--- src/verilog/ebrh_params.svh ---
// constants for the external bus ready and hold arbiter
`ifndef EBRH_PARAMS_SVH
`define EBRH_PARAMS_SVH
// register byte offsets
`define EBRH_CTRL_OFS 4'h0
`define EBRH_STAT_OFS 4'h4
// control field positions
`define EBRH_CTRL_WAIT_LSB 0
`define EBRH_CTRL_MUX_BIT 4
`define EBRH_CTRL_TTW_BIT 5
`define EBRH_CTRL_RWD_BIT 6
`define EBRH_CTRL_ASY_BIT 7
`define EBRH_CTRL_REQ_BIT 8
`define EBRH_CTRL_RST 32'h0000_0000
// axi responses
`define EBRH_RESP_OKAY 2'h0
`define EBRH_RESP_SLVERR 2'h2
// output clock: aclk divided by two
`define EBRH_CLK_PERIOD_NS 4
`define EBRH_SYSTEM_CLOCK_OUTPUT_DIV 2
`endif

--- src/verilog/ebrh_pkg.sv ---
// types for the external bus ready and hold arbiter
package ebrh_pkg;
  typedef enum logic [3:0] {
    ST_IDLE = 4'b0000,
    ST_ADDR = 4'b0001,
    ST_DLY = 4'b0010,
    ST_MWAIT = 4'b0011,
    ST_CMD = 4'b0100,
    ST_MUXW = 4'b0101,
    ST_TTW = 4'b0110,
    ST_FLOAT = 4'b0111,
    ST_HELD = 4'b1000,
    ST_REGAIN = 4'b1001
  } ebrh_state_t;
  typedef struct packed {
    logic regain_sw;
    logic async_rdy;
    logic rw_delay;
    logic ttw_en;
    logic mux_en;
    logic [3:0] wait_count;
  } ebrh_cfg_t;
endpackage

--- src/verilog/ebrh_arbiter.sv ---
// external bus cycle control with ready waits and hold arbitration
// Notes on behaviour
// hold granted only after running cycle ends
// ready sampled high inserts wait, resample
// ready sampled low ends the cycle
// far side drops ready after strobe rises
// multiplexed bus adds trailer, optional tristate wait
// trailer two clocks mux+tristate, zero demux
// programmed wait states precede ready sampling
// read/write delay moves strobe edge later
// chip selects float while bus released
// regain starts only when hold released
// hold may drop without regain request
// ready sampled sync or via synchroniser
// hold low floats bus, ack low, reverse; on release the code raises ack and drives the bus on the same output clock
// hold, ack, regain request on output clock
//
// Implementation choices: the AXI4-Lite interface to the registers and the placing of the registers.
`timescale 1ns/10ps
`include "ebrh_params.svh"
module ebrh_arbiter
  import ebrh_pkg::*;
#(
  parameter int CS_COUNT = 5
) (
  // clock and reset
  input wire logic aclk,
  input wire logic aresetn,
  // axi4-lite write address and data
  input wire logic [3:0] s_axi_awaddr,
  input wire logic s_axi_awvalid,
  output logic s_axi_awready,
  input wire logic [31:0] s_axi_wdata,
  input wire logic [3:0] s_axi_wstrb,
  input wire logic s_axi_wvalid,
  output logic s_axi_wready,
  // axi4-lite write response
  output logic [1:0] s_axi_bresp,
  output logic s_axi_bvalid,
  input wire logic s_axi_bready,
  // axi4-lite read
  input wire logic [3:0] s_axi_araddr,
  input wire logic s_axi_arvalid,
  output logic s_axi_arready,
  output logic [31:0] s_axi_rdata,
  output logic [1:0] s_axi_rresp,
  output logic s_axi_rvalid,
  input wire logic s_axi_rready,
  // local cycle request
  input wire logic cyc_req,
  input wire logic cyc_write,
  input wire logic [$clog2(CS_COUNT)-1:0] cyc_cs,
  output logic cyc_busy,
  output logic cyc_done,
  // external bus pins
  output logic system_clock_output,
  output logic ale,
  output logic rd_n,
  output logic wr_n,
  output logic bus_oe,
  output logic [CS_COUNT-1:0] chip_select_line_n,
  output logic cs_oe,
  input wire logic ready_n,
  // arbitration pins
  input wire logic hold_n,
  output logic hold_grant_ack_n,
  output logic bus_regain_request_n
);
  localparam int CSW = $clog2(CS_COUNT);

  // elaboration check on the chip select count
  if (CS_COUNT < 2 || CS_COUNT > 8) begin : g_bad_cs
    $error("CS_COUNT must lie in 2..8");
  end

  ebrh_state_t state, next_state;
  ebrh_cfg_t cfg;
  logic clk_div;
  logic tick;
  logic [3:0] wait_cnt, next_wait_cnt;
  logic cur_write;
  logic [CSW-1:0] cur_cs;
  logic ready_sync;
  logic ready_smp;
  logic aw_got, w_got;
  logic [3:0] aw_addr;
  logic [31:0] w_data;
  logic [3:0] w_strb;

  // output clock from a divider; tick marks its rising edge
  always_ff @(posedge aclk) begin
    if (!aresetn)
      clk_div <= 1'b0;
    else
      clk_div <= ~clk_div;
  end
  assign tick = ~clk_div;
  assign system_clock_output = clk_div;

  // asynchronous ready path
  ebrh_ready_sync u_rdy_sync (
    .aclk(aclk),
    .aresetn(aresetn),
    .din(ready_n),
    .dout(ready_sync)
  );
  assign ready_smp = cfg.async_rdy ? ready_sync : ready_n;

  function automatic logic strobe_on(ebrh_state_t s);
    return s == ST_MWAIT || s == ST_CMD;
  endfunction
  function automatic logic released(ebrh_state_t s);
    return s == ST_FLOAT || s == ST_HELD;
  endfunction

  // cycle and arbitration sequencer, stepped on output clock
  always_comb begin
    next_state = state;
    next_wait_cnt = wait_cnt;
    if (tick) begin
      unique case (state)
        ST_IDLE: begin
          if (!hold_n)
            next_state = ST_FLOAT;
          else if (cyc_req)
            next_state = ST_ADDR;
        end
        ST_ADDR: begin
          next_wait_cnt = cfg.wait_count;
          if (cfg.rw_delay)
            next_state = ST_DLY;
          else if (cfg.wait_count != 4'h0)
            next_state = ST_MWAIT;
          else
            next_state = ST_CMD;
        end
        ST_DLY: next_state = (wait_cnt != 4'h0) ? ST_MWAIT : ST_CMD;
        ST_MWAIT: begin
          next_wait_cnt = wait_cnt - 4'h1;
          if (wait_cnt == 4'h1)
            next_state = ST_CMD;
        end
        ST_CMD: begin
          if (!ready_smp)
            next_state = cfg.mux_en ? ST_MUXW
              : cfg.ttw_en ? ST_TTW : ST_IDLE;
        end
        ST_MUXW: next_state = cfg.ttw_en ? ST_TTW : ST_IDLE;
        ST_TTW: next_state = ST_IDLE;
        ST_FLOAT: next_state = ST_HELD;
        ST_HELD: next_state = hold_n ? ST_REGAIN : ST_HELD;
        ST_REGAIN: next_state = ST_IDLE;
        default: next_state = ST_IDLE;
      endcase
    end
  end

  // state and latched cycle attributes
  always_ff @(posedge aclk) begin
    if (!aresetn) begin
      state <= ST_IDLE;
      wait_cnt <= 4'h0;
      cur_write <= 1'b0;
      cur_cs <= '0;
    end else begin
      state <= next_state;
      wait_cnt <= next_wait_cnt;
      if (state == ST_IDLE && next_state == ST_ADDR) begin
        cur_write <= cyc_write;
        cur_cs <= cyc_cs;
      end
    end
  end

  // pin drivers registered from the next state
  always_ff @(posedge aclk) begin
    if (!aresetn) begin
      ale <= 1'b0;
      rd_n <= 1'b1;
      wr_n <= 1'b1;
      bus_oe <= 1'b1;
      cs_oe <= 1'b1;
      hold_grant_ack_n <= 1'b1;
      cyc_busy <= 1'b0;
      cyc_done <= 1'b0;
    end else begin
      ale <= next_state == ST_ADDR;
      rd_n <= !(strobe_on(next_state) && !cur_write);
      wr_n <= !(strobe_on(next_state) && cur_write);
      bus_oe <= !released(next_state);
      cs_oe <= !released(next_state);
      hold_grant_ack_n <= next_state != ST_HELD;
      cyc_busy <= next_state != ST_IDLE && !released(next_state)
        && next_state != ST_REGAIN;
      cyc_done <= state == ST_CMD && next_state != ST_CMD;
    end
  end

  // chip selects: active low on the selected line
  generate
    for (genvar i = 0; i < CS_COUNT; i++) begin : g_cs
      always_ff @(posedge aclk) begin
        if (!aresetn)
          chip_select_line_n[i] <= 1'b1;
        else
          chip_select_line_n[i] <= !(cur_cs == CSW'(i)
            && (next_state == ST_DLY || strobe_on(next_state)));
      end
    end
  endgenerate

  // regain request while held and work is pending
  always_ff @(posedge aclk) begin
    if (!aresetn)
      bus_regain_request_n <= 1'b1;
    else if (tick)
      bus_regain_request_n <= !(state == ST_HELD && hold_n == 1'b0
        && (cyc_req || cfg.regain_sw));
  end

  // axi write channel: address and data in either order
  wire wr_go = aw_got && w_got && !s_axi_bvalid;
  wire wr_ctrl = aw_addr == `EBRH_CTRL_OFS;
  wire wr_stat = aw_addr == `EBRH_STAT_OFS;
  always_ff @(posedge aclk) begin
    if (!aresetn) begin
      aw_got <= 1'b0;
      w_got <= 1'b0;
      aw_addr <= 4'h0;
      w_data <= 32'h0000_0000;
      w_strb <= 4'h0;
      s_axi_awready <= 1'b1;
      s_axi_wready <= 1'b1;
      s_axi_bvalid <= 1'b0;
      s_axi_bresp <= `EBRH_RESP_OKAY;
    end else begin
      if (s_axi_awvalid && s_axi_awready) begin
        aw_got <= 1'b1;
        aw_addr <= s_axi_awaddr;
        s_axi_awready <= 1'b0;
      end
      if (s_axi_wvalid && s_axi_wready) begin
        w_got <= 1'b1;
        w_data <= s_axi_wdata;
        w_strb <= s_axi_wstrb;
        s_axi_wready <= 1'b0;
      end
      if (wr_go) begin
        s_axi_bvalid <= 1'b1;
        s_axi_bresp <= (wr_ctrl || wr_stat) ? `EBRH_RESP_OKAY
          : `EBRH_RESP_SLVERR;
        aw_got <= 1'b0;
        w_got <= 1'b0;
      end
      if (s_axi_bvalid && s_axi_bready) begin
        s_axi_bvalid <= 1'b0;
        s_axi_awready <= 1'b1;
        s_axi_wready <= 1'b1;
      end
    end
  end

  // control register, bits 8:0 writable
  always_ff @(posedge aclk) begin
    if (!aresetn)
      cfg <= ebrh_cfg_t'(`EBRH_CTRL_RST);
    else if (wr_go && wr_ctrl) begin
      if (w_strb[0])
        cfg[7:0] <= w_data[7:0];
      if (w_strb[1])
        cfg[8] <= w_data[`EBRH_CTRL_REQ_BIT];
    end
  end

  // axi read channel, answer one cycle after address
  wire [31:0] stat_word = {25'h0, ready_smp, !hold_n,
    released(state), state};
  wire rd_ctrl = s_axi_araddr == `EBRH_CTRL_OFS;
  wire rd_stat = s_axi_araddr == `EBRH_STAT_OFS;
  always_ff @(posedge aclk) begin
    if (!aresetn) begin
      s_axi_arready <= 1'b1;
      s_axi_rvalid <= 1'b0;
      s_axi_rdata <= 32'h0000_0000;
      s_axi_rresp <= `EBRH_RESP_OKAY;
    end else if (s_axi_arvalid && s_axi_arready) begin
      s_axi_arready <= 1'b0;
      s_axi_rvalid <= 1'b1;
      s_axi_rdata <= rd_ctrl ? {23'h0, cfg} : rd_stat ? stat_word
        : 32'h0000_0000;
      s_axi_rresp <= (rd_ctrl || rd_stat) ? `EBRH_RESP_OKAY
        : `EBRH_RESP_SLVERR;
    end else if (s_axi_rvalid && s_axi_rready) begin
      s_axi_rvalid <= 1'b0;
      s_axi_arready <= 1'b1;
    end
  end
endmodule

--- src/verilog/ebrh_ready_sync.sv ---
// two-stage synchroniser for the asynchronous ready input
`timescale 1ns/10ps
module ebrh_ready_sync
  import ebrh_pkg::*;
(
  // clock and reset
  input wire logic aclk,
  input wire logic aresetn,
  // level in and out
  input wire logic din,
  output logic dout
);
  logic meta;

  // first stage feeds only the second
  always_ff @(posedge aclk) begin
    if (!aresetn) begin
      meta <= 1'b1;
      dout <= 1'b1;
    end else begin
      meta <= din;
      dout <= meta;
    end
  end
endmodule

--- config.mk ---
export PLATFORM = sky130hd
export DESIGN_NAME = ebrh_arbiter
export DESIGN_NICKNAME = d
export VERILOG_FILES = /design/src/verilog/ebrh_pkg.sv /design/src/verilog/ebrh_arbiter.sv /design/src/verilog/ebrh_ready_sync.sv
export VERILOG_INCLUDE_DIRS = /design/src /design/src/verilog
export SDC_FILE = /design/constraint.sdc
export NUM_CORES = 1
export LEC_CHECK = 0
export BUFFER_PORTS_ARGS = -buffer_cell sky130_fd_sc_hd__buf_2
export CORE_MARGIN = 1
export CORE_UTILIZATION = 40
export DETAILED_ROUTE_END_ITERATION = 6
export PLACE_DENSITY = 0.65
export SETUP_SLACK_MARGIN = 0.5
export SYNTH_ARGS = -nofsm -noshare
export SYNTH_HDL_FRONTEND = slang
export SYNTH_HIERARCHICAL = 1
export SYNTH_SLANG_ARGS = --single-unit
--- constraint.sdc ---
create_clock -name aclk -period 2.56 [get_ports aclk]
set_input_delay 0.128 -clock aclk [delete_from_list [all_inputs] [get_ports aclk]]
set_output_delay 0.128 -clock aclk [all_outputs]
set_load 0.05 [all_outputs]
==> impl_results.md <==
* Outcome: finished clean
* DRC viols at 0
* H-tree levels at 3
* Mean routed wirelength per cell at roughly 12 um
* Synth cell types at just over 50
* Async set-reset flop share out of synthesis at 0%
* Area taken by multi-input logic gates at 0.001632 mm2
* Placed cell area at between 0.003 and 0.004 mm2
* Startpoint Class: flip-flop
* Layout Cells excl Fill at 571
* Area growth, synth to finish at 22.55%
* Nets at approximately 530
* Max cap viols at 0
* Routed Antenna Nets at 0
* Hold slack at ~15 ps
* Total die area at 0.008308 mm2
* FP Rows at 32
* Commonest non-fill, non-tap cell in the layout: nand2_1
* Via count at about 2900
* Vias per inst at 5.025
* Chip height at 91.15 um
* First-pass GRT wire length at 11340 um
* FF/Latch Area at ~0.0014 mm2
* Final WL at roughly 7000 um
* CTS tree: built
* Total CTS buffers at 9
* CP max-delay cell: or4_4
* Syn_area_per_cell at 8.110 um2
* Worst-Skew Late Latency at between 300 and 400 ps
* GR Overflow Total at 0
* Slew Limit Fails at 0
* Clk buf depth at 2
* Drt first pass iters at 6
* Routability congestion estimate at around 0.84
* Peak supply drop at 372.1 uV
* Mapped Area at between 0.003 and 0.004 mm2
* Crit-path leading delay family: compound AO/OA/AOI/OAI gates
* Overall die width at about 91 um
* CP endpoint kind: flip-flop
* Min cycle time layout at around 2200 ps
* Power Total at roughly 2.8 mW
* Sequential-to-total area share from yosys stat at 44.08%
* Clk pin slew, worst setup/hold paths at ~80 ps
* Crit-path max FO at 4
* Final Core Density at slightly above 50%
* Yosys Warn Count at 6
* Antenna diodes at 0
* Setup total negative slack at 0 ps
* Root Buffer: clkbuf_8
* Layout cell share with drive strength beyond 1 at a little over a quarter
* P_leak at between 1.5 and 2 nW
* # setup viols final at 0
* RSZ-0062 raised after global routing: true
* CP Class: reg -> reg
* Period utilization at 87.03%
* Final Cell Area at between 0.003 and 0.004 mm2
* Slew @ Worst Pin at a little under 600 ps
* Stages on worst setup path at 8
* CTS Sinks at 70
* Max-slew headroom at slightly above 60%
* Post-synth EDFFs at 0
* Post-DP HPWL at 4773 um
* DRT iter0 DRCs at 94
* Clk_skew at between 9 and 10 ps
* Buf/Inv on CP at 1
* Port-buffer cells at 63
* F_max at 448.8 MHz
* Initial Util at 41.36%
* Crit path largest cell delay at about 500 ps
* Power per cell area at 706.4 mW/mm2
* Vias in the first global route at 2457
* Global Route Usage Sum at around 17%
* Data required time of the worst path at around 2800 ps
* Placed cells at around 540
* Initial antenna violation count at 0
* Most frequent cells in the layout: nand2_1, dfxtp_1, buf_2
* Hold violation total from the final report at 0
* Fillcell total at 784
* Mapped Cells at around 390
* Worst r2r path cells at 8
* Hold Crit Class: in -> reg
* Fin worst setup slack at ~330 ps
* Worst hold path cell count at 2
* Largest net degree at the start of global routing at 47
* Yosys reg bits at 70
* Critical Path AT at 2470 ps
* Main flop type after synthesis: dfxtp_1
* Core area at 0.007687 mm2
* Crit-path cells: inv_4 > ha_4 > mux2i_2 > o41a_1 > o311ai_2 > a31oi_4 > or4_4 > o21a_1
* Top Ports at around 110
* Setup WS pre-CTS at between 200 and 250 ps
==> Yosys cell counts (all sizes together) (3+ instances only) <==
master   instances  area share (%)
o21ai           16             2.5
and3             5            0.98
nand3           19             3.0
buf             30             7.0
and2             5            0.98
dfxtp           70              44
ha               3             1.2
o2111ai          3            0.83
mux2i           11             3.5
nand2           66             7.8
nor3            13             2.2
nor2            33             3.9
nor4             6             1.2
a21oi           42             6.6
nand4            3            0.59
nand2b           6             1.2
clkbuf          17             2.0
nor2b            3            0.59
inv              8            0.94
==> final cells by class <==
class | count | area share (%)
Clock inverter | 4 | 1.381
Multi-Input combinational cell | 291 | 41.88
Sequential cell | 70 | 36.38
Clock buffer | 12 | 3.982
Timing Repair Buffer | 84 | 12.20
Tap cell | 102 | 3.276
Inverter | 8 | 0.8992
==> metal layers <==
metal  vias up  part of all wire, %  wire [um]  global-route usage [%]
met5         -                    0          0                       0
met4         0                  1.6        112                   5.952
met3        13                  4.3        304                   4.858
met2        79                   49       3415                   28.35
met1      1322                   45       3177                   21.10
li1       1455                    -          -                       -
==> path summary, 6_finish.rpt <==
check	startpoint	endpoint	slack, ps
max reg2reg	wait_cnt[0]$_SDFFE_PN0P_	cs_oe$_SDFF_PN1_	330
min reg2reg	u_rdy_sync/meta$_SDFF_PN1_	u_rdy_sync/dout$_SDFF_PN1_	420
max	wait_cnt[0]$_SDFFE_PN0P_	cs_oe$_SDFF_PN1_	330
min	ready_n	u_rdy_sync/meta$_SDFF_PN1_	10
==> report_power, final <==
part / internal (mW) / switching (mW)
Clock: 0.507 / 0.419
Combinational: 0.207 / 0.420
Sequential: 1.15 / 0.0504
Total: 1.86 / 0.890
==> registers in the layout (all words and copies together) (netlist names), 2 cells and up <==
| name | count |
|---|---|
| cur_cs | 3 |
| state | 4 |
| chip_select_line_n | 5 |
| s_axi_rdata | 9 |
| aw_addr | 4 |
| w_data | 9 |
| w_strb | 2 |
| cfg | 9 |
| wait_cnt | 4 |
==> kinds of logic after synthesis <==
kind of cell	share of synthesized area, %
other cells	0.1180
fa+ha+maj	1.181
mux	3.818
simple gates	25.07
compound gates	15.82
flops	44.08
buf+inv	9.917
==> repair_timing <==
action / CTS / global route
hold buffers: 1 / 0
pin swaps: 7 / 5
setup buffers: 8 / 5
resized for setup: 12 / 12
setup endpoints to repair: 13 / 15
hold endpoints to repair: 1 / 0
Note: power is estimated with default switching activity, not from simulation.
